[src/rtl/ssd_pkg.sv]
// package: register map, field layout, types and timing for scan setpoint detect
package ssd_pkg;
  localparam int          SSD_NSP       = 16;         // setpoints per scan group
  localparam int          SSD_NTMR      = 2;          // square-wave timers
  localparam int          SSD_CLK_MHZ   = 250;        // clock rate
  localparam int          SSD_HALF_NS   = 500;        // half of the 1 us base period
  localparam int          SSD_HALF_CYC  = SSD_HALF_NS * SSD_CLK_MHZ / 1000;
  localparam logic [15:0] SSD_TMR_OFF   = 16'hffff;   // setpoint divisor that stops a timer
  localparam logic [15:0] SSD_RST_WORD  = 16'h0000;   // reset value of the port and DAC outputs
  // register byte offsets
  localparam logic [11:0] SSD_OFF_STAT  = 12'h000;
  localparam logic [11:0] SSD_OFF_PORT  = 12'h004;
  localparam logic [11:0] SSD_OFF_DAC0  = 12'h008;
  localparam logic [11:0] SSD_OFF_DAC1  = 12'h00c;
  localparam logic [11:0] SSD_OFF_TMR0  = 12'h010;
  localparam logic [11:0] SSD_OFF_TMR1  = 12'h014;
  localparam logic [11:0] SSD_OFF_SP    = 12'h200;    // setpoint n at SP + n*0x20
  localparam logic [2:0]  SSD_SP_CFG    = 3'h0;       // word index within a setpoint
  localparam logic [2:0]  SSD_SP_HI     = 3'h1;
  localparam logic [2:0]  SSD_SP_LO     = 3'h2;
  localparam logic [2:0]  SSD_SP_OUT1   = 3'h3;
  localparam logic [2:0]  SSD_SP_OUT2   = 3'h4;
  // setpoint config word fields
  localparam int          SSD_CFG_CHAN  = 0;          // [7:0] scan channel
  localparam int          SSD_CFG_CRIT  = 8;          // [10:8] criterion
  localparam int          SSD_CFG_TGT   = 12;         // [14:12] target
  localparam int          SSD_CFG_BOTH  = 16;         // update on true and false
  localparam int          SSD_CFG_EN    = 31;         // setpoint in use
  localparam int          SSD_TMR_EN    = 16;         // timer register: running bit
  localparam logic [1:0]  SSD_OKAY      = 2'b00;
  localparam logic [1:0]  SSD_SLVERR    = 2'b10;

  typedef enum logic [2:0] {CRIT_EQ, CRIT_BELOW, CRIT_ABOVE, CRIT_INSIDE, CRIT_OUTSIDE,
                            CRIT_HYST} ssd_crit_t;
  typedef enum logic [2:0] {TGT_NONE, TGT_PORT, TGT_DAC0, TGT_DAC1, TGT_TMR0,
                            TGT_TMR1} ssd_tgt_t;

  typedef struct packed {
    logic        en;
    logic        both;
    ssd_tgt_t    tgt;
    ssd_crit_t   crit;
    logic [7:0]  chan;
  } ssd_cfg_t;

  typedef struct packed {
    ssd_cfg_t    cfg;
    logic [15:0] hi;
    logic [15:0] lo;
    logic [15:0] out1;
    logic [15:0] out2;
  } ssd_sp_t;

  typedef struct packed {
    logic        valid;
    logic        last;
    logic [7:0]  chan;
    logic [15:0] data;
  } ssd_scan_t;

  typedef struct packed {
    logic [15:0] flags;
    logic [15:0] port;
    logic [15:0] dac0;
    logic [15:0] dac1;
    logic [1:0]  timer;
  } ssd_out_t;

  typedef struct packed {
    logic        awvalid;
    logic [11:0] awaddr;
    logic        wvalid;
    logic [31:0] wdata;
    logic [3:0]  wstrb;
    logic        bready;
    logic        arvalid;
    logic [11:0] araddr;
    logic        rready;
  } ssd_axi_req_t;

  typedef struct packed {
    logic        awready;
    logic        wready;
    logic        bvalid;
    logic [1:0]  bresp;
    logic        arready;
    logic        rvalid;
    logic [31:0] rdata;
    logic [1:0]  rresp;
  } ssd_axi_rsp_t;

  typedef struct packed {
    logic                       aw_have;
    logic [11:0]                aw_addr;
    logic                       w_have;
    logic [31:0]                w_data;
    logic [3:0]                 w_strb;
    logic                       bvalid;
    logic [1:0]                 bresp;
    logic                       rvalid;
    logic [31:0]                rdata;
    logic [1:0]                 rresp;
    ssd_sp_t [SSD_NSP-1:0]      sp;
    logic [SSD_NSP-1:0]         flags;
    logic [SSD_NSP-1:0]         done;
    logic [15:0]                port;
    logic [15:0]                dac0;
    logic [15:0]                dac1;
    logic [7:0]                 presc;
    logic [SSD_NTMR-1:0][15:0]  tdiv;
    logic [SSD_NTMR-1:0]        ten;
    logic [SSD_NTMR-1:0][15:0]  tcnt;
    logic [SSD_NTMR-1:0]        tout;
  } ssd_state_t;
endpackage

[src/rtl/ssd_setpoint_detect.sv]
// scan setpoint detection with output targets, two timers and AXI4-Lite registers
//
// The implementer's own choices: register access over AXI4-Lite and the register offsets.
`timescale 1ns/1ps
`default_nettype none

// Contract
// RULE1 - two independent 16-bit divisor square-wave timers
// RULE2 - period equals divisor in microseconds
// RULE3 - 0xffff stops timer from setpoint, runs from host
// RULE4 - host may rewrite divisors at any time
// RULE5 - setpoint outcome loads timers while acquiring
// RULE6 - per-channel flag follows the criterion
// RULE7 - flags are available to the scan group
// RULE8 - compare raw 16-bit word regardless of meaning
// RULE9 - single-point: equal, below upper, above lower
// RULE10 - window inside or outside, strict compares
// RULE11 - true-only mode writes first value
// RULE12 - true-and-false writes first or second value
// RULE13 - hysteresis forces second above, first below
// RULE14 - hysteresis holds flag inside window
// RULE15 - each flag evaluated once per scan
// RULE16 - one setpoint per channel, sixteen total
// RULE17 - counter halves are independent channel words
// RULE18 - upper and lower 16-bit limits per setpoint
// RULE19 - 16-bit output value to port, DAC or timer
// RULE20 - status word bit n is setpoint n
// RULE21 - status word is last scan channel
// RULE22 - target written in the evaluating scan
module ssd_setpoint_detect
  import ssd_pkg::*;
(
  input  wire logic                  i_clk,
  input  wire logic                  i_srst,
  input  wire logic                  i_ce,
  input  wire logic                  i_acq_run,
  input  wire ssd_pkg::ssd_scan_t    i_scan,
  input  wire ssd_pkg::ssd_axi_req_t i_axi,
  output var  ssd_pkg::ssd_axi_rsp_t o_axi,
  output var  ssd_pkg::ssd_out_t     o_out
);
  import ssd_pkg::*;

  ssd_state_t s_reg;
  ssd_state_t s_next;
  logic       aw_hs;
  logic       w_hs;
  logic       ar_hs;

  // byte-lane merge for register writes
  function automatic logic [31:0] merge(input logic [31:0] old_v, input logic [31:0] new_v,
                                        input logic [3:0] strb);
    logic [31:0] r;
    r = old_v;
    for (int b = 0; b < 4; b++)
    begin
      if (strb[b])
      begin
        r[8*b +: 8] = new_v[8*b +: 8];
      end
    end
    return r;
  endfunction

  // criterion test on the raw word, limits compared strictly
  function automatic logic crit_true(input ssd_sp_t p, input logic [15:0] x);
    logic t;
    t = 1'b0;
    case (p.cfg.crit)
      CRIT_EQ:      t = (x == p.hi);                    // RULE9
      CRIT_BELOW:   t = (x < p.hi);                     // RULE9
      CRIT_ABOVE:   t = (x > p.lo);                     // RULE9
      CRIT_INSIDE:  t = (x > p.lo) && (x < p.hi);       // RULE10
      CRIT_OUTSIDE: t = (x < p.lo) || (x > p.hi);       // RULE10
      default:      t = 1'b0;
    endcase
    return t;
  endfunction

  // setpoint register readback
  function automatic logic [31:0] sp_read(input ssd_sp_t p, input logic [2:0] w);
    logic [31:0] r;
    r = 32'h0000_0000;
    if (w == SSD_SP_CFG)
    begin
      r[SSD_CFG_CHAN +: 8] = p.cfg.chan;
      r[SSD_CFG_CRIT +: 3] = p.cfg.crit;
      r[SSD_CFG_TGT +: 3]  = p.cfg.tgt;
      r[SSD_CFG_BOTH]      = p.cfg.both;
      r[SSD_CFG_EN]        = p.cfg.en;
    end
    else if (w == SSD_SP_HI)
    begin
      r[15:0] = p.hi;
    end
    else if (w == SSD_SP_LO)
    begin
      r[15:0] = p.lo;
    end
    else if (w == SSD_SP_OUT1)
    begin
      r[15:0] = p.out1;
    end
    else if (w == SSD_SP_OUT2)
    begin
      r[15:0] = p.out2;
    end
    return r;
  endfunction

  // handshakes; stalled while the clock enable is low
  assign aw_hs = i_axi.awvalid && o_axi.awready;
  assign w_hs  = i_axi.wvalid && o_axi.wready;
  assign ar_hs = i_axi.arvalid && o_axi.arready;

  always_comb
  begin
    o_axi.awready = i_ce && !s_reg.aw_have && !s_reg.bvalid;
    o_axi.wready  = i_ce && !s_reg.w_have && !s_reg.bvalid;
    o_axi.arready = i_ce && !s_reg.rvalid;
    o_axi.bvalid  = s_reg.bvalid;
    o_axi.bresp   = s_reg.bresp;
    o_axi.rvalid  = s_reg.rvalid;
    o_axi.rdata   = s_reg.rdata;
    o_axi.rresp   = s_reg.rresp;
  end

  // outputs straight from state flops
  always_comb
  begin
    o_out.flags = s_reg.flags;          // RULE7 RULE20
    o_out.port  = s_reg.port;
    o_out.dac0  = s_reg.dac0;
    o_out.dac1  = s_reg.dac1;
    o_out.timer = s_reg.tout;
  end

  // next-state: bus, scan evaluation, timers
  always_comb
  begin
    logic [31:0] wv;
    logic [11:0] a;
    logic [3:0]  si;
    logic [2:0]  sw;
    logic        found;
    logic [3:0]  hit;
    logic        res;
    logic        wr;
    logic [15:0] val;
    ssd_sp_t     p;
    wv    = 32'h0000_0000;
    a     = 12'h000;
    si    = 4'h0;
    sw    = 3'h0;
    found = 1'b0;
    hit   = 4'h0;
    res   = 1'b0;
    wr    = 1'b0;
    val   = 16'h0000;
    p     = '0;
    s_next = s_reg;

    // capture write address and data in either order
    if (aw_hs)
    begin
      s_next.aw_have = 1'b1;
      s_next.aw_addr = i_axi.awaddr;
    end
    if (w_hs)
    begin
      s_next.w_have = 1'b1;
      s_next.w_data = i_axi.wdata;
      s_next.w_strb = i_axi.wstrb;
    end
    if (s_reg.bvalid && i_axi.bready)
    begin
      s_next.bvalid = 1'b0;
    end

    // register write once both halves are held
    if (s_reg.aw_have && s_reg.w_have)
    begin
      a  = {s_reg.aw_addr[11:2], 2'b00};
      si = a[8:5];
      sw = a[4:2];
      s_next.aw_have = 1'b0;
      s_next.w_have  = 1'b0;
      s_next.bvalid  = 1'b1;
      s_next.bresp   = SSD_OKAY;
      if (a == SSD_OFF_STAT)
      begin
        s_next.bresp = SSD_OKAY;        // read-only, write ignored
      end
      else if (a == SSD_OFF_PORT)
      begin
        wv = merge({16'h0000, s_reg.port}, s_reg.w_data, s_reg.w_strb);
        s_next.port = wv[15:0];
      end
      else if (a == SSD_OFF_DAC0)
      begin
        wv = merge({16'h0000, s_reg.dac0}, s_reg.w_data, s_reg.w_strb);
        s_next.dac0 = wv[15:0];
      end
      else if (a == SSD_OFF_DAC1)
      begin
        wv = merge({16'h0000, s_reg.dac1}, s_reg.w_data, s_reg.w_strb);
        s_next.dac1 = wv[15:0];
      end
      else if (a == SSD_OFF_TMR0 || a == SSD_OFF_TMR1)
      begin
        // host divisor: taken any time, 0xffff still runs
        wv = merge({16'h0000, s_reg.tdiv[a[2]]}, s_reg.w_data, s_reg.w_strb);
        s_next.tdiv[a[2]] = wv[15:0];   // RULE4
        s_next.ten[a[2]]  = 1'b1;       // RULE3
        s_next.tcnt[a[2]] = 16'h0000;
      end
      else if (a >= SSD_OFF_SP && a < SSD_OFF_SP + 12'h200 && sw <= SSD_SP_OUT2)
      begin
        wv = merge(sp_read(s_reg.sp[si], sw), s_reg.w_data, s_reg.w_strb);
        if (sw == SSD_SP_CFG)
        begin
          s_next.sp[si].cfg.chan = wv[SSD_CFG_CHAN +: 8];
          s_next.sp[si].cfg.crit = ssd_crit_t'(wv[SSD_CFG_CRIT +: 3]);
          s_next.sp[si].cfg.tgt  = ssd_tgt_t'(wv[SSD_CFG_TGT +: 3]);
          s_next.sp[si].cfg.both = wv[SSD_CFG_BOTH];
          s_next.sp[si].cfg.en   = wv[SSD_CFG_EN];
        end
        else if (sw == SSD_SP_HI)
        begin
          s_next.sp[si].hi = wv[15:0];  // RULE18
        end
        else if (sw == SSD_SP_LO)
        begin
          s_next.sp[si].lo = wv[15:0];  // RULE18
        end
        else if (sw == SSD_SP_OUT1)
        begin
          s_next.sp[si].out1 = wv[15:0];
        end
        else
        begin
          s_next.sp[si].out2 = wv[15:0];
        end
      end
      else
      begin
        s_next.bresp = SSD_SLVERR;
      end
    end

    // register read, answered one cycle after the address
    if (s_reg.rvalid && i_axi.rready)
    begin
      s_next.rvalid = 1'b0;
    end
    if (ar_hs)
    begin
      a  = {i_axi.araddr[11:2], 2'b00};
      si = a[8:5];
      sw = a[4:2];
      s_next.rvalid = 1'b1;
      s_next.rresp  = SSD_OKAY;
      s_next.rdata  = 32'h0000_0000;
      if (a == SSD_OFF_STAT)
      begin
        s_next.rdata[15:0] = s_reg.flags;   // RULE20
      end
      else if (a == SSD_OFF_PORT)
      begin
        s_next.rdata[15:0] = s_reg.port;
      end
      else if (a == SSD_OFF_DAC0)
      begin
        s_next.rdata[15:0] = s_reg.dac0;
      end
      else if (a == SSD_OFF_DAC1)
      begin
        s_next.rdata[15:0] = s_reg.dac1;
      end
      else if (a == SSD_OFF_TMR0 || a == SSD_OFF_TMR1)
      begin
        s_next.rdata[15:0]       = s_reg.tdiv[a[2]];
        s_next.rdata[SSD_TMR_EN] = s_reg.ten[a[2]];
      end
      else if (a >= SSD_OFF_SP && a < SSD_OFF_SP + 12'h200 && sw <= SSD_SP_OUT2)
      begin
        s_next.rdata = sp_read(s_reg.sp[si], sw);
      end
      else
      begin
        s_next.rresp = SSD_SLVERR;
      end
    end

    // find the setpoint of this word; lowest index owns the channel
    for (int i = SSD_NSP - 1; i >= 0; i--)
    begin
      if (s_reg.sp[i].cfg.en && s_reg.sp[i].cfg.chan == i_scan.chan)  // RULE16 RULE17
      begin
        found = 1'b1;
        hit   = 4'(i);
      end
    end

    // evaluate at most once per scan while acquiring
    if (i_scan.valid && i_acq_run && found && !s_reg.done[hit])  // RULE15
    begin
      p = s_reg.sp[hit];
      s_next.done[hit] = 1'b1;                                     // RULE15
      if (p.cfg.crit == CRIT_HYST)
      begin
        // above upper -> second value, below lower -> first value
        if (i_scan.data > p.hi)
        begin
          s_next.flags[hit] = 1'b0;     // RULE13
          wr  = 1'b1;
          val = p.out2;                 // RULE13
        end
        else if (i_scan.data < p.lo)
        begin
          s_next.flags[hit] = 1'b1;     // RULE13
          wr  = 1'b1;
          val = p.out1;                 // RULE13
        end
        // inside the window the flag and target stay put; RULE14
      end
      else
      begin
        res = crit_true(p, i_scan.data);  // RULE8
        s_next.flags[hit] = res;          // RULE6
        wr  = res || p.cfg.both;          // RULE11 RULE12
        val = res ? p.out1 : p.out2;      // RULE12
      end
      // target update in the same cycle as the compare
      if (wr)                             // RULE22 RULE19
      begin
        case (p.cfg.tgt)
          TGT_PORT: s_next.port = val;
          TGT_DAC0: s_next.dac0 = val;
          TGT_DAC1: s_next.dac1 = val;
          TGT_TMR0, TGT_TMR1:
          begin
            s_next.tdiv[p.cfg.tgt == TGT_TMR1] = val;                     // RULE5
            s_next.ten[p.cfg.tgt == TGT_TMR1]  = (val != SSD_TMR_OFF);    // RULE3
            s_next.tcnt[p.cfg.tgt == TGT_TMR1] = 16'h0000;
          end
          default: s_next.port = s_next.port;
        endcase
      end
    end

    // the end of a scan re-arms every setpoint
    if (i_scan.valid && i_scan.last)
    begin
      s_next.done = '0;                 // RULE15
    end
    if (!i_acq_run)
    begin
      s_next.done = '0;
    end

    // half-microsecond prescaler shared by both timers
    if (s_reg.presc == 8'(SSD_HALF_CYC - 1))
    begin
      s_next.presc = 8'h00;
    end
    else
    begin
      s_next.presc = s_reg.presc + 8'h01;
    end

    // each timer toggles every divisor half-periods
    for (int k = 0; k < SSD_NTMR; k++)
    begin
      if (!s_reg.ten[k])
      begin
        s_next.tout[k] = 1'b0;          // RULE3
        s_next.tcnt[k] = 16'h0000;
      end
      else if (s_reg.presc == 8'(SSD_HALF_CYC - 1) && s_next.tcnt[k] == s_reg.tcnt[k])
      begin
        if (s_reg.tcnt[k] == s_reg.tdiv[k] - 16'h0001)   // RULE1 RULE2
        begin
          s_next.tcnt[k] = 16'h0000;
          s_next.tout[k] = !s_reg.tout[k];
        end
        else
        begin
          s_next.tcnt[k] = s_reg.tcnt[k] + 16'h0001;
        end
      end
    end
  end

  // state register, frozen while the clock enable is low unless reset is high
  always_ff @(posedge i_clk)
  begin
    if (i_srst)
    begin
      s_reg      <= '0;
      s_reg.port <= SSD_RST_WORD;
      s_reg.dac0 <= SSD_RST_WORD;
      s_reg.dac1 <= SSD_RST_WORD;
    end
    else if (i_ce)
    begin
      s_reg <= s_next;
    end
  end
endmodule

`default_nettype wire
[config.mk]
export PLATFORM = sky130hd
export DESIGN_NAME = ssd_setpoint_detect
export DESIGN_NICKNAME = d
export VERILOG_FILES = /design/src/rtl/ssd_pkg.sv /design/src/rtl/ssd_setpoint_detect.sv
export SDC_FILE = /design/constraint.sdc
export NUM_CORES = 2
export LEC_CHECK = 0
export BUFFER_PORTS_ARGS = -buffer_cell sky130_fd_sc_hd__buf_2
export CAP_MARGIN = 20
export CORE_UTILIZATION = 35
export CTS_BUF_LIST = sky130_fd_sc_hd__clkbuf_8
export DETAILED_ROUTE_END_ITERATION = 10
export GPL_TIMING_DRIVEN = 0
export PLACE_DENSITY_LB_ADDON = 0.15
export REMOVE_ABC_BUFFERS = 1
export SLEW_MARGIN = 20
export SYNTH_ARGS = -nofsm -noshare
export SYNTH_HDL_FRONTEND = slang
export SYNTH_SLANG_ARGS = --single-unit
[constraint.sdc]
create_clock -name i_clk -period 8.2 [get_ports i_clk]
set_input_delay 0 -clock i_clk [delete_from_list [all_inputs] [get_ports i_clk]]
set_output_delay 0 -clock i_clk [all_outputs]
set_load 0.1 [all_outputs]
======== After elaboration in Yosys (flattened, before gate mapping) ========
Cells that the tools add are included.
word-level totals
  register bits ........................... 1524
  output and inout port bits .............. 107
  word-level logic and storage cells ...... 584
cells by class
  $add $sub $neg .......................... 5
  magnitude comparators ................... 20
  eq/ne operators ......................... 57
  multiplexer cells ....................... 245
  bitwise logic cells ..................... 14
  reduce and logical (&&, ||, !) cells .... 76
operators by type and width
  cell                                                  count
  bitwise mux 1280 bit                                  9
  2-to-1 mux 1280 bit                                   4
  demux 80 bit (select 4 bit)                           9
  binary-select mux 80 bit (select 4 bit)               3
  2-to-1 mux 16 bit                                     46
  2-to-1 mux 66 bit                                     9
  2-to-1 mux 8 bit                                      45
  2-to-1 mux 80 bit                                     3
  2-to-1 mux 48 bit                                     4
  2-to-1 mux 79 bit                                     2
  equality test 8 bit                                   16
  2-to-1 mux 64 bit                                     2
  2-to-1 mux 32 bit                                     3
  equality test 16 bit                                  5
  2-to-1 mux 78 bit                                     1
  2-to-1 mux 75 bit                                     1
  2-to-1 mux 72 bit                                     1
  AND 32 bit                                            2
  bitwise mux 32 bit                                    2
  2-to-1 mux 4 bit                                      16
  inverter 32 bit                                       2
  2-to-1 mux 1 bit                                      54
  logical AND 1 bit                                     42
  equality test 10 x 2 -> 1 bit, second input constant  4
  other kinds (50)                                      132

======== Logic depth before layout (Yosys ltp) ========
  depth after elaboration ................. 37
  depth in mapped cells ................... 42
  mapped depth without buffers ............ 28

======== Least setup slack after synthesis ========
Ideal clock, no wire load.
  path type ............................... reg2reg
  start ................................... register s_reg[943] in the netlist's numbering
  end ..................................... register s_reg[34] in the netlist's numbering
  arrival ................................. 7.295 ns
  required time ........................... 8.072 ns
  setup slack ............................. 0.776 ns
  stages on the path, launching flop included .. 38
  clock period less this slack ............ 7.424 ns
  cells stage by stage .................... dfxtp_1 -> xnor2_1 -> nand3_1 -> or3_1 -> a211oi_1 -> nor3_2 -> a21oi_2 -> buf_4 -> buf_4 -> buf_4 -> buf_2 -> buf_2 -> buf_4 -> buf_2 -> buf_2 -> buf_1 -> nand2_1 -> a31oi_1 -> [2 not listed] -> ha_1 -> nor2b_1 -> o21a_1 -> o21a_1 -> o21a_1 -> o21a_1 -> o2111ai_1 -> a32oi_1 -> and2_1 -> clkbuf_1 -> a21oi_1 -> a22o_1 -> a21oi_1 -> buf_2 -> o32a_1 -> or4_1 -> nor4_2 -> a21oi_1
between the ends
  word-level cells in the longest chain between the ends .. 27
  elaborated cells between the ends (all ways) .. 68
RTL lines
  element                                                       line                                                   text
  start: declaration                                            ssd_setpoint_detect.sv:44                              ssd_state_t s_reg;
  start signal: assignment                                      ssd_setpoint_detect.sv:407                             s_reg <= s_next;
  equality test 8 bit *                                         ssd_setpoint_detect.sv:298                             if (s_reg.sp[i].cfg.en && s_reg.sp[i].cfg.chan == i_scan.chan)
  logical AND 1 bit *                                           ssd_setpoint_detect.sv:298
  2-to-1 mux 4 bit (10 in a row)                                ssd_setpoint_detect.sv:298
  binary-select mux 80 bit (select 4 bit)                       ssd_setpoint_detect.sv:308                             p = s_reg.sp[hit];
  2-to-1 mux 79 bit (not written as such)                       ssd_setpoint_detect.sv:308
  less-than comparator 16 bit (tied with other cells)           ssd_setpoint_detect.sv:74, ssd_setpoint_detect.sv:319
  logical OR 1 bit / logical AND 1 bit (equally long branches)  ssd_setpoint_detect.sv:74, ssd_setpoint_detect.sv:73
  one-hot mux 1 bit (5 select lines)                            ssd_setpoint_detect.sv:69                              case (p.cfg.crit)
  [2 not listed]                                                n/a
  2-to-1 mux 16 bit                                             ssd_setpoint_detect.sv:332                             val = res ? p.out1 : p.out2;
  2-to-1 mux 16 bit                                             ssd_setpoint_detect.sv:310                             if (p.cfg.crit == CRIT_HYST)
  2-to-1 mux 16 bit                                             ssd_setpoint_detect.sv:306                             if (i_scan.valid && i_acq_run && found && !s_reg.done[hit])
  != test 16 bit                                                ssd_setpoint_detect.sv:344                             s_next.ten[p.cfg.tgt == TGT_TMR1] = (val != SSD_TMR_OFF);
  bitwise mux 2 bit                                             ssd_setpoint_detect.sv:344
  2-to-1 mux 66 bit                                             ssd_setpoint_detect.sv:337                             case (p.cfg.tgt)
  2-to-1 mux 66 bit                                             ssd_setpoint_detect.sv:335                             if (wr)
  2-to-1 mux 66 bit *                                           ssd_setpoint_detect.sv:306
Every way passes the cells marked *; elsewhere a longest branch is shown, timed or not. The select of a mux whose other input is x is not followed.
A chain may end at the register's enable or synchronous reset.

======== Worst setup path in the final report ========
  start ................................... register s_reg[703] in the netlist's numbering
  end ..................................... register s_reg[7] in the netlist's numbering
between the ends
  word-level cells in the longest chain between the ends .. 25
  elaborated cells between the ends (all ways) .. 61
RTL lines
  element                                                                         line                                                    text
  equality test 8 bit *                                                           ssd_setpoint_detect.sv:298
  logical AND 1 bit *                                                             ssd_setpoint_detect.sv:298
  2-to-1 mux 4 bit (7 in a row)                                                   ssd_setpoint_detect.sv:298
  binary-select mux 80 bit (select 4 bit)                                         ssd_setpoint_detect.sv:308
  2-to-1 mux 79 bit (not written as such)                                         ssd_setpoint_detect.sv:308
  less-than comparator 16 bit (tied with other cells)                             ssd_setpoint_detect.sv:74, ssd_setpoint_detect.sv:319
  logical OR 1 bit (tied with other cells)                                        ssd_setpoint_detect.sv:74                               CRIT_OUTSIDE: t = (x < p.lo) || (x > p.hi);
  one-hot mux 1 bit (5 select lines) / logical AND 1 bit (equally long branches)  ssd_setpoint_detect.sv:69, ssd_setpoint_detect.sv:345
  [3 not listed]                                                                  n/a
  2-to-1 mux 1 bit / AND 32 bit (equally long branches)                           n/a
  2-to-1 mux 1 bit / 2-to-1 mux 66 bit (equally long branches)                    ssd_setpoint_detect.sv:306, ssd_setpoint_detect.sv:337
  2-to-1 mux 66 bit                                                               ssd_setpoint_detect.sv:335
  2-to-1 mux 66 bit *                                                             ssd_setpoint_detect.sv:306
  equality test 16 bit                                                            ssd_setpoint_detect.sv:380                              else if (s_reg.presc == 8'(SSD_HALF_CYC - 1) && s_next.tcnt[k] == s_reg.tcnt[k])
  logical AND 1 bit                                                               ssd_setpoint_detect.sv:380
  2-to-1 mux 16 bit *                                                             ssd_setpoint_detect.sv:380
  2-to-1 mux 16 bit *                                                             ssd_setpoint_detect.sv:375                              if (!s_reg.ten[k])
Marks and branches as above.

==> metrics <==
synthesized instance count slightly below 10000; die area 256000 sq um; Setup Skew ~0.07 ns; initial antenna violation count 11; Buffers on Ports 167; max-slew violations 0; die height between 500 and 600 microns; Top Ports between 200 and 250; Final Cell Area 105000 sq um; Synth Warn # 0; crit share post-route 0.998; Total Routing Usage GR 0.299; initial cell density of the core 0.353; clock buffer count from CTS between 300 and 400; Post-Syn Area a little under 90000 sq um; worst flop-to-flop path startpoint s_reg[703]; Die Width 506 microns; fillers 24300; final antenna-violating net count 0; vias after detailed routing about 82000; status finished, violations left; Internal Power about 12000 uW; Final Critical Period 8.19 ns; unrepaired setup endpoints after global routing true; flop-to-flop setup slack 0.01 ns; Design Power around 17000 uW; core region area 252000 sq um; HP Start i_srst; Rel. slew slack 0.232; Main synth FF type dfxtp_1; Seq pwr share 0.442; register area share after synthesis 0.337; switch share 0.280; Post-synth EDFFs 0; first-pass GRT wire length about 560 mm; crit path max fanout 40; dpl cell area about 97000 sq um; Crit-path slowest cell or4_1; WL/cell roughly 30 microns; Clock Power Share 0.464; worst setup margin 0.0141 ns; residual DRC count 108; switching power 4630 uW; Worst Max-Slew Pin Slew 1.15 ns; CP max stage delay about 0.55 ns; Worst setup EP type register; VDD IR max 0.168 mV; Longest Clk Path Bufs 4; 1st-iter DRT viols roughly 11000; H-tree depth 5; Root Buffer clkbuf_8; Hold Crit Depth 4; flops & latches, synth approximately 1500; number of flip-flops in the largest register roughly 1400; CTS clk-pin slew, worst paths roughly 0.060 ns; Leakage around 0.034 uW; DP HPWL 268 mm; setup violators final 0; first-pass iteration count of the detailed router 11; Required @ worst endpoint between 9 and 10 ns; end of the worst hold path s_reg[305]; clk sinks 1492; pre-CTS setup slack -2.02 ns; failing checks DRC; nets 9877; combinational power share 0.095; power per standard cell area 158 nW/um^2; Max Cap Viol 0; critical path type reg2reg; Worst Setup Start Kind register; setup TNS 0 ns; Unique masters post-synth 93; Layout area overhead 18.3%; R2R cell count 35; ys async rst share 0; CTS tree yes; share of layout cells above drive strength 1 0.197; RR Endpoint s_reg[7]; grt ovf 0; clk_lat worst skew roughly 1.1 ns; final hold vios 0; largest net degree at the start of global routing about 160; GP Congestion around 0.9; Vias per Instance about 6.2; # rows roughly 180; vias in the first global route ~77000; Routed WL around 390 mm; Synth Area per Inst 8.92 sq um; crit-path most repeated cell buf_12; f_max ~120 MHz; Data arrival, critical path approximately 9.1 ns; Hold WC Path Type in2reg
[cell usage after synthesis, types with 61 or more instances]
master / n / share of area
clkbuf_1: 825 / 0.035
buf_4: 123 / 0.010
a21oi_1: 379 / 0.021
mux4_2: 800 / 0.20
a211oi_1: 1164 / 0.098
o21ai_0: 152 / 0.0086
xnor2_1: 150 / 0.015
nor2_1: 1576 / 0.067
nand2_1: 1356 / 0.057
nor3_1: 80 / 0.0045
o22ai_1: 61 / 0.0043
o21a_1: 61 / 0.0052
buf_1: 120 / 0.0051
a31oi_1: 77 / 0.0054
and3_1: 89 / 0.0063
mux2i_1: 251 / 0.028
buf_2: 94 / 0.0053
nand3_1: 466 / 0.026
dfxtp_1: 1492 / 0.34
[critical path, delay by kind of cell (launching register included)]
family                     cells  cell delay (ns)
and+or+nand+nor               12             3.21
AOI/OAI and AO/OA             12             1.94
buffers and inverters          9             1.79
DFF                            1             0.35
xor gates and xnor gates       1             0.35
adders and majority gates      1             0.33
[final cells by class]
class                   instances  area (sq um)  area share
repair buffers                650          9900      0.0943
multi-input cells            7262         55100       0.525
clock buffers                 377          5190      0.0494
inverters                      35           139     0.00132
diodes                          8          20.0    0.000191
flip-flops and latches       1492         29900       0.285
well taps                    3348          4190      0.0399
clock inverters               120           547     0.00521
[cells in the final DEF (no fill, tap or decap), types with 19 or more instances in the layout]
cell / instances
a22oi_1: 37
a211oi_1: 1163
nand2_1: 1350
ha_1: 38
buf_4: 43
inv_1: 124
o21ai_0: 150
nor2_4: 86
buf_12: 59
dfxtp_1: 1482
a31oi_1: 76
xor2_1: 33
buf_2: 162
a21oi_1: 368
nor2_1: 1487
o21a_1: 53
mux2i_1: 249
or4_1: 19
dlygate4sd3_1: 158
nor3_1: 69
clkinv_2: 24
o22ai_1: 60
nand3_1: 463
buf_16: 205
a21o_1: 43
and3_1: 89
nor4_1: 23
xnor2_1: 136
nand4_1: 47
or3_1: 22
mux4_2: 800
clkbuf_8: 377
[how the worst max path moves through the flow]
stage / endpoint / depth (start not counted) / slack (ns) / startpoint
after floorplan: s_reg[652] / 8 / -9.61 / s_reg[1516]
after global placement: s_reg[4] / 16 / -33.58 / i_scan[20]
after detailed placement: s_reg[34] / 33 / -2.02 / i_scan[20]
after CTS: s_reg[7] / 34 / 0.02 / s_reg[1424]
after global routing: s_reg[7] / 36 / -0.07 / s_reg[1260]
final: s_reg[7] / 35 / 0.01 / s_reg[703]
[routing by layer]
layer,GRT usage,part of all wire
met5,0,0.000084
met4,0.154,0.056
met3,0.0769,0.10
met2,0.442,0.43
met1,0.400,0.41
[cells by family after synthesis]
kind of cell	Yosys count	synth area share
AO/OA/AOI/OAI	2155	0.168
XOR/XNOR	183	0.0181
adder cells (fa/ha/maj)	38	0.00536
buffers and inverters	1215	0.0594
flip-flops	1492	0.337
multiplexers	1072	0.234
other	1	0.0000422
AND/OR/NAND/NOR	3794	0.179
[metrics by stage]
stage                      util  hold slack [ns]  std cells
after global routing      0.417           0.0814      13300
final                     0.417           0.0846      13300
after global placement    0.352            0.246      12300
after floorplan               -           0.0691       8785
after CTS                 0.415           0.0229      13300
after detailed placement  0.384            0.245      12600
[timing repair]
| item | CTS | global route |
|---|---|---|
| endpoints found under the hold margin | 510 | 0 |
| pin swaps | 15 | 11 |
| hold buffers | 159 | 0 |
| resized for setup | 46 | 48 |
| buffers inserted | 22 | 21 |
| cloned | 4 | 4 |
| endpoints found under the setup margin | 132 | 122 |
[power by group through the flow]
stage	registers (uW)	clock network [uW]	logic, uW
after floorplan	7550	0	534
after global placement	7590	0	1280
after detailed placement	7470	0	1470
after CTS	7310	7790	1530
after global routing	7310	8130	1610
final	7310	7680	1570
No activity file was read; power rests on OpenSTA's default activity.
